**src/hw/mpis_pkg.sv**
```systemverilog
package mpis_pkg;
    // ----------------------------------------------------------------
    // command encodings on the memory command pins
    // ----------------------------------------------------------------
    typedef enum logic [1:0] {
        MPIS_CMD_NOP,
        MPIS_CMD_MRL,
        MPIS_CMD_REF,
        MPIS_CMD_ACC
    } mpis_cmd_t;

    localparam int MPIS_BANKS = 8;
    localparam int MPIS_BANK_W = 3;
    localparam int MPIS_ADDR_W = 22;
    localparam int MPIS_HALF_W = 11;
    localparam int MPIS_MODE_W = 18;
    localparam int MPIS_CNT_W = 16;

    // ----------------------------------------------------------------
    // timing
    // ----------------------------------------------------------------
    localparam int MPIS_CLK_MHZ = 25;
    localparam int MPIS_STABLE_US = 200;
    localparam int MPIS_STABLE_CYC = MPIS_STABLE_US * MPIS_CLK_MHZ;
    localparam int MPIS_IDLE_CMDS = 1024;
    localparam int MPIS_DLL_LOCK_CYC = 1024;
    localparam int MPIS_DUMMY_LOADS = 2;
    localparam int MPIS_MRSC_CYC = 6;
    localparam int MPIS_RC_CYC = 8;
    localparam int MPIS_WR_RD_GAP = 2;
    localparam int MPIS_RDLAT_CYC = 9;
    localparam int MPIS_WRLAT_CYC = MPIS_RDLAT_CYC + 1;

    // ----------------------------------------------------------------
    // mode word fields
    // ----------------------------------------------------------------
    localparam int MPIS_LOOP_RESET_POS = 7;
    localparam logic [MPIS_MODE_W-1:0] MPIS_MODE_RST = 18'h00000;
endpackage

```
**src/hw/mpis_bank_if.sv**
```systemverilog
`timescale 1ns/1ps
interface mpis_bank_if;
    logic start;
    logic busy;
    modport ctl (output start, input busy);
    modport tmr (input start, output busy);
endinterface

```
**src/hw/mpis_bank_timer.sv**
```systemverilog
`timescale 1ns/1ps
module mpis_bank_timer #(
    parameter int RC_CYC = 8
) (
    input wire logic clk_sys,
    input wire logic sys_rst,
    mpis_bank_if.tmr bif
);
    localparam logic [7:0] RC_LOAD = 8'(RC_CYC - 1);
    logic [7:0] cnt_r;
    logic [7:0] cnt_nxt;
    assign cnt_nxt = bif.start ? RC_LOAD : (cnt_r != 8'h00 ? cnt_r - 8'h01 : 8'h00);
    assign bif.busy = (cnt_r != 8'h00);
    always_ff @(posedge clk_sys or posedge sys_rst) begin
        if (sys_rst) begin
            cnt_r <= 8'h00;
        end else begin
            cnt_r <= cnt_nxt;
        end
    end
endmodule // mpis_bank_timer

```
**src/hw/mpis_sequencer.sv**
```systemverilog
`timescale 1ns/1ps
module mpis_sequencer
    import mpis_pkg::*;
#(
    parameter int STABLE_CYC = mpis_pkg::MPIS_STABLE_CYC,
    parameter int DLL_LOCK_CYC = mpis_pkg::MPIS_DLL_LOCK_CYC
) (
    input wire logic clk_sys,
    input wire logic sys_rst,
    input wire logic [mpis_pkg::MPIS_MODE_W-1:0] mode_word,
    input wire logic clk_change,
    input wire logic req_valid,
    input wire logic req_write,
    input wire logic [mpis_pkg::MPIS_BANK_W-1:0] req_bank,
    input wire logic [mpis_pkg::MPIS_ADDR_W-1:0] req_addr,
    output logic req_ready,
    output logic init_done,
    output logic mem_clk_en,
    output mpis_pkg::mpis_cmd_t mem_cmd,
    output logic mem_we,
    output logic [mpis_pkg::MPIS_BANK_W-1:0] mem_bank,
    output logic [mpis_pkg::MPIS_MODE_W-1:0] mem_addr,
    output logic wdata_start
);
    import mpis_pkg::*;

    // ----------------------------------------------------------------
    // state
    // ----------------------------------------------------------------
    typedef enum logic [3:0] {
        S_STABLE, S_DUMMY, S_VALID, S_SETTLE, S_REFRESH, S_IDLES,
        S_RUN, S_HALF2, S_DLL_LOW, S_DLL_SET, S_DLL_HIGH, S_DLL_LOCK
    } mpis_state_t;

    mpis_state_t state_r, state_nxt;
    logic [MPIS_CNT_W-1:0] cnt_r, cnt_nxt;
    logic [MPIS_BANK_W-1:0] bank_r, bank_nxt;
    logic last_wr_r, last_wr_nxt;
    logic [1:0] gap_r, gap_nxt;
    logic [MPIS_HALF_W-1:0] half2_r, half2_nxt;
    logic dll_pend_r, dll_pend_nxt;
    logic [MPIS_WRLAT_CYC-1:0] wpipe_r;
    mpis_cmd_t cmd_r, cmd_nxt;
    logic we_r, we_nxt;
    logic [MPIS_BANK_W-1:0] mbank_r, mbank_nxt;
    logic [MPIS_MODE_W-1:0] maddr_r, maddr_nxt;
    logic clk_en_r;

    localparam logic [MPIS_CNT_W-1:0] STABLE_LD = MPIS_CNT_W'(STABLE_CYC - 1);
    localparam logic [MPIS_CNT_W-1:0] DUMMY_LD = MPIS_CNT_W'(MPIS_DUMMY_LOADS - 1);
    localparam logic [MPIS_CNT_W-1:0] MRSC_LD = MPIS_CNT_W'(MPIS_MRSC_CYC - 1);
    localparam logic [MPIS_CNT_W-1:0] IDLE_LD = MPIS_CNT_W'(MPIS_IDLE_CMDS - 1);
    localparam logic [MPIS_CNT_W-1:0] LOCK_LD = MPIS_CNT_W'(DLL_LOCK_CYC - 1);
    localparam logic [MPIS_CNT_W-1:0] CNT_ZERO = '0;
    localparam logic [MPIS_CNT_W-1:0] CNT_ONE = MPIS_CNT_W'(1);

    // ----------------------------------------------------------------
    // per-bank row cycle timers
    // ----------------------------------------------------------------
    mpis_bank_if bif [MPIS_BANKS] ();
    logic [MPIS_BANKS-1:0] bank_busy;
    logic [MPIS_BANKS-1:0] bank_start;

    genvar gi;
    generate
        for (gi = 0; gi < MPIS_BANKS; gi++) begin : g_bank
            assign bif[gi].start = bank_start[gi];
            assign bank_busy[gi] = bif[gi].busy;
            mpis_bank_timer #(.RC_CYC(MPIS_RC_CYC)) u_tmr (
                .clk_sys(clk_sys),
                .sys_rst(sys_rst),
                .bif(bif[gi])
            );
        end
    endgenerate

    // ----------------------------------------------------------------
    // decode
    // ----------------------------------------------------------------
    wire cnt_zero = (cnt_r == CNT_ZERO);
    wire req_bank_busy = bank_busy[req_bank];
    wire turn_block = req_valid && !req_write && last_wr_r && (gap_r != 2'd0);
    wire bank_block = req_bank_busy;
    wire run_ok = (state_r == S_RUN) && !dll_pend_r;
    wire acc_go = run_ok && req_valid && !bank_block && !turn_block;
    wire ref_go = (state_r == S_REFRESH);
    wire [MPIS_MODE_W-1:0] mode_lo = mode_word & ~(18'h00001 << MPIS_LOOP_RESET_POS);
    wire [MPIS_MODE_W-1:0] mode_hi = mode_word | (18'h00001 << MPIS_LOOP_RESET_POS);

    assign req_ready = acc_go;
    assign init_done = (state_r == S_RUN) || (state_r == S_HALF2);
    assign mem_clk_en = clk_en_r;
    assign mem_cmd = cmd_r;
    assign mem_we = we_r;
    assign mem_bank = mbank_r;
    assign mem_addr = maddr_r;
    // write data at read latency plus one
    assign wdata_start = wpipe_r[MPIS_WRLAT_CYC-1];

    // refresh or access starts bank timer
    generate
        for (gi = 0; gi < MPIS_BANKS; gi++) begin : g_start
            assign bank_start[gi] = (ref_go && bank_r == MPIS_BANK_W'(gi))
                || (acc_go && req_bank == MPIS_BANK_W'(gi));
        end
    endgenerate

    // ----------------------------------------------------------------
    // sequencer
    // ----------------------------------------------------------------
    always_comb begin
        state_nxt = state_r;
        cnt_nxt = (cnt_r != CNT_ZERO) ? cnt_r - CNT_ONE : CNT_ZERO;
        bank_nxt = bank_r;
        last_wr_nxt = last_wr_r;
        gap_nxt = (gap_r != 2'd0) ? gap_r - 2'd1 : 2'd0;
        half2_nxt = half2_r;
        dll_pend_nxt = dll_pend_r | clk_change;
        cmd_nxt = MPIS_CMD_NOP;
        we_nxt = 1'b0;
        mbank_nxt = '0;
        maddr_nxt = '0;
        case (state_r)
            S_STABLE: begin
                if (cnt_zero) begin
                    state_nxt = S_DUMMY;
                    cnt_nxt = DUMMY_LD;
                end
            end
            S_DUMMY: begin
                cmd_nxt = MPIS_CMD_MRL;
                if (cnt_zero) begin
                    state_nxt = S_VALID;
                end
            end
            S_VALID: begin
                cmd_nxt = MPIS_CMD_MRL;
                maddr_nxt = mode_hi;
                state_nxt = S_SETTLE;
                cnt_nxt = MRSC_LD;
            end
            S_SETTLE: begin
                if (cnt_zero) begin
                    state_nxt = S_REFRESH;
                    bank_nxt = '0;
                end
            end
            // refresh each bank; back to back
            S_REFRESH: begin
                cmd_nxt = MPIS_CMD_REF;
                mbank_nxt = bank_r;
                bank_nxt = bank_r + 3'd1;
                if (bank_r == 3'(MPIS_BANKS - 1)) begin
                    state_nxt = S_IDLES;
                    cnt_nxt = IDLE_LD - CNT_ONE * 16'(MPIS_BANKS);
                end
            end
            S_IDLES: begin
                if (cnt_zero) begin
                    state_nxt = S_RUN;
                    dll_pend_nxt = clk_change;
                end
            end
            S_RUN: begin
                if (dll_pend_r) begin
                    state_nxt = S_DLL_LOW;
                end else if (acc_go) begin
                    cmd_nxt = MPIS_CMD_ACC;
                    we_nxt = req_write;
                    mbank_nxt = req_bank;
                    maddr_nxt = {7'h00, req_addr[MPIS_HALF_W-1:0]};
                    half2_nxt = req_addr[MPIS_ADDR_W-1:MPIS_HALF_W];
                    last_wr_nxt = req_write;
                    gap_nxt = req_write ? 2'(MPIS_WR_RD_GAP + 1) : 2'd0;
                    state_nxt = S_HALF2;
                end
            end
            S_HALF2: begin
                maddr_nxt = {7'h00, half2_r};
                state_nxt = S_RUN;
            end
            S_DLL_LOW: begin
                cmd_nxt = MPIS_CMD_MRL;
                maddr_nxt = mode_lo;
                dll_pend_nxt = clk_change;
                cnt_nxt = MRSC_LD;
                state_nxt = S_DLL_SET;
            end
            S_DLL_SET: begin
                if (cnt_zero) begin
                    state_nxt = S_DLL_HIGH;
                end
            end
            // loop reset high, then lock wait
            S_DLL_HIGH: begin
                cmd_nxt = MPIS_CMD_MRL;
                maddr_nxt = mode_hi;
                cnt_nxt = LOCK_LD;
                state_nxt = S_DLL_LOCK;
            end
            S_DLL_LOCK: begin
                if (cnt_zero) begin
                    state_nxt = S_RUN;
                end
            end
            default: begin
                state_nxt = S_STABLE;
                cnt_nxt = STABLE_LD;
            end
        endcase
    end

    always_ff @(posedge clk_sys or posedge sys_rst) begin
        if (sys_rst) begin
            state_r <= S_STABLE;
            cnt_r <= STABLE_LD;
            bank_r <= '0;
            last_wr_r <= 1'b0;
            gap_r <= 2'd0;
            half2_r <= '0;
            dll_pend_r <= 1'b0;
            clk_en_r <= 1'b0;
        end else begin
            state_r <= state_nxt;
            cnt_r <= cnt_nxt;
            bank_r <= bank_nxt;
            last_wr_r <= last_wr_nxt;
            gap_r <= gap_nxt;
            half2_r <= half2_nxt;
            dll_pend_r <= dll_pend_nxt;
            clk_en_r <= 1'b1;
        end
    end

    always_ff @(posedge clk_sys or posedge sys_rst) begin
        if (sys_rst) begin
            cmd_r <= MPIS_CMD_NOP;
            we_r <= 1'b0;
            mbank_r <= '0;
            maddr_r <= MPIS_MODE_RST;
            wpipe_r <= '0;
        end else begin
            cmd_r <= cmd_nxt;
            we_r <= we_nxt;
            mbank_r <= mbank_nxt;
            maddr_r <= maddr_nxt;
            // timed from the write on the pins, not from the accept
            wpipe_r <= {wpipe_r[MPIS_WRLAT_CYC-2:0], (cmd_r == MPIS_CMD_ACC) && we_r};
        end
    end
endmodule // mpis_sequencer

```
**config.mk**
```make
export PLATFORM = sky130hd
export DESIGN_NAME = mpis_sequencer
export DESIGN_NICKNAME = d
export VERILOG_FILES = /design/src/hw/mpis_pkg.sv /design/src/hw/mpis_bank_if.sv /design/src/hw/mpis_bank_timer.sv /design/src/hw/mpis_sequencer.sv
export SDC_FILE = /design/constraint.sdc
export NUM_CORES = 1
export LEC_CHECK = 0
export BUFFER_PORTS_ARGS = -buffer_cell sky130_fd_sc_hd__buf_2
export CAP_MARGIN = 20
export CORE_MARGIN = 3
export CORE_UTILIZATION = 63
export DETAILED_ROUTE_END_ITERATION = 8
export PLACE_DENSITY = 0.89
export SYNTH_ARGS = -nofsm -noshare
export SYNTH_HDL_FRONTEND = slang
export SYNTH_SLANG_ARGS = --single-unit
```
**constraint.sdc**
```tcl
create_clock -name clk_sys -period 7.75 [get_ports clk_sys]
set_clock_uncertainty 0.15 [all_clocks]
set_input_delay 0.775 -clock clk_sys [delete_from_list [all_inputs] [get_ports clk_sys]]
set_output_delay 0.775 -clock clk_sys [all_outputs]
set_load 0.05 [all_outputs]
```
==> results.cfg <==
[clock_network]
cts_tree = done
ctsResizeCount = 0
clkTransAtPathRegs_ps = 60
postCtsSetupRepairBufs = 0
cts-root-buf = clkbuf_8
cts_buffers = 17
cts_buffer_depth = 2
h-tree-depth = 4
holdBufCountCts = 0
clk_latency_ps = 530
clock_sinks = 137

[logic_synthesis]
syn_inst = 630
ys_seq_area_share_pct = 51.5
ys_async_sr_fraction_pct = 100
ys_types = 63
synth_flop_cell = dfrtp_1
synth-xor-area-share_pct = 6.82
synthMuxAreaShare_pct = 2.66
synth-compound-area-share_pct = 13.1
yosys.area.top_type_share_pct = 48.7
synthSimpleGateAreaFrac_pct = 17.9
synth_area_per_cell_um2 = 10.6
synth-edff-count = 0
synth_top_area_cell = dfrtp_1
ys_warn_count = 0
ys_top_cells_by_area = dfrtp_1 (49%), xnor2_1 (4.9%), o21ai_0 (4.3%), ha_1 (4.3%), nor2_1 (4.0%)
yosys.area_share.adder_pct = 4.31
syn_area_mm2 = 0.00667
synth_top_family_by_area = simple AND/OR/NAND/NOR gates
ys_seq_elements = 137
synth_fp_nets = 701

[power_and_ir_drop]
p_sw_share_pct = 40.3
power_density_mw_per_mm2 = 405
combPwrFrac_pct = 34.8
switching_power_mw = 1.26
peakVddDrop_uv = 226
internal_power_mw = 1.87
p_leak_nw = 3.59
power.share.sequential_pct = 40.6
power_mw = 3.14
power.share.clock_pct = 24.5

[floorplan]
chipWidth_um = 109
die_h_um = 109
fp.coreArea_mm2 = 0.0100
start_util_pct = 66.4
io-pin-count = 76
die-area_mm2 = 0.0119
rows = 36

[sta]
relSlewSlack_pct = 43.4
drv_slew = 0
hold_viol = 0
period_needed_ps = 4270
setup_violations = 0
fmax_mhz = 234
rsz0062_at_grt = false
finalCritPeriodShare_pct = 55.1
tns_ps = 0
worstMarginPinSlew_ps = 837

[setup_path]
crit_arrival_ps = 3340
path_class = reg2out
end_kind = output port
cp-start-kind = flop
required_ps = 6820
path_max_fanout = 21

[global_route]
grt-ovfl-total = 0
antenna_found_initial = 1
grt_pass1_wl_mm = 25.2
grt_pass1_vias = 5400
grt_max_degree = 77
grtUsageTotal_pct = 27.2

[finish]
diodes = 0
fin_nets = 786
drive_gt1_share_pct = 20.6
syn_to_final_growth_pct = 16.0
fin_area_mm2 = 0.00774
post-route-util_pct = 77.1

[placement]
hpwl_mm = 10.0
dpl_cell_area_mm2 = 0.00718
gp_congestion = 0.853
port_buffers = 74

[min_path]
min_path_type = reg2reg

[run_status]
outcome = completed

[drt]
ant_nets = 0
vias_per_cell = 6.00
dr.first_iter.drc_count = 426
routed_wl_mm = 15.0
dr_total_vias = 5169
wl_per_cell_um = 17.4
drc = 0
firstDrtPassIters = 5

[flow_run]
drv_cap = 0
-- state kept, by name, indices dropped and copies added (netlist names) --
register            flops
g_bank.u_tmr.cnt_r     64
mem_cmd                 2
cnt_r                  16
mem_clk_en              1
half2_r                11
wpipe_r                10
last_wr_r               1
mem_we                  1
gap_r                   2
dll_pend_r              1
bank_r                  3
mem_bank                3
state_r                 4
mem_addr               18
-- Yosys cell counts, drive strengths merged, types with 4 or more instances --
library cell	number
and3	6
a22oi	14
a211oi	5
a21o	4
xor2	15
nor2b	5
nor4	9
a31oi	4
nor3b	4
nand2b	12
nor4b	9
or4	12
or2	4
inv	48
dfrtp	130
ha	23
nor3	23
o22ai	5
clkbuf	8
a21oi	15
nor2	71
xnor2	37
nand3b	4
o21ai	58
or3	13
mux2	12
nand3	4
dfstp	7
and2	9
nand2	21
-- worst max-delay path: stages, from the launching register on --
cell	delay, ps
dfrtp_1	720
or3b_2	540
a2111oi_4	360
o2111ai_2	290
o22a_4	400
inv_6	190
buf_2	300
-- per-layer routing --
layer	share of wire, %	global-route usage [%]	vias to the layer above
met5	0.087	0	-
met4	1.3	8.93	2
met3	5.5	6.69	22
met2	53	48.0	189
met1	40	32.6	2565
li1	-	-	2391
-- cell type report --
class	instances	area, µm²
clock buffer	18	428
tap	133	166
timing repair buffer	77	393
fill	629	2300
inverter	48	190
sequential	137	3440
clock inverter	14	136
multi-input combinational	434	2990
-- power groups by stage --
stage               Clock, mW  Sequential (mW)  Combinational [mW]
floorplan                   0             1.30               0.747
global placement            0             1.24               0.996
detailed placement          0             1.27                1.06
CTS                     0.775             1.27                1.09
global route            0.807             1.31                1.22
finish                  0.769             1.27                1.09
-- final timing paths --
path | start | endpoint | slack (ps) | cells after the start
setup / recovery | state_r[2]$_DFFE_PP0P_ | req_ready | 3480 | 6
hold / removal | wpipe_r[8]$_DFF_PP0_ | wpipe_r[9]$_DFF_PP0_ | 200 | 0
setup reg to reg | state_r[2]$_DFFE_PP0P_ | half2_r[10]$_DFFE_PP0P_ | 4610 | 6
hold reg to reg | wpipe_r[8]$_DFF_PP0_ | wpipe_r[9]$_DFF_PP0_ | 200 | 0
max in group asynchronous | sys_rst | g_bank[4].u_tmr.cnt_r[6]$_DFF_PP0_ | 6000 | 3
min in group asynchronous | sys_rst | mem_addr[14]$_DFF_PP0_ | 210 | 2
-- through the flow --
step / setup WS [ps] / instances / hold slack (ps)
floorplan: 3170 / 630 / 181
global placement: 4160 / 829 / 185
detailed placement: 4130 / 829 / 186
CTS: 3520 / 861 / 200
global route: 3230 / 861 / 209
finish: 3480 / 861 / 198
-- cell usage in the layout (no fill, tap or decap), drive strengths merged, types with 6 or more instances in the layout --
master,instances
xnor2,37
dfstp,7
or3,13
buf,77
a21oi,15
and2,9
nor4b,9
nand2,21
o21ai,58
xor2,15
inv,54
clkbuf,18
mux2,12
or4,12
dfrtp,130
nand2b,12
nor2,71
and3,6
ha,23
nor3,23
nor4,9
a22oi,14
-- cells by family (layout without fill, tap and decap cells) --
kind of cell | Yosys count | count (layout)
AO/OA/AOI/OAI | 132 | 132
XOR/XNOR | 52 | 52
adder cells (fa/ha/maj) | 23 | 23
buffers and inverters | 59 | 157
flip-flops | 137 | 137
multiplexers | 14 | 14
other | 1 | 1
AND/OR/NAND/NOR | 212 | 212
No activity file was read; power rests on OpenSTA's default activity.
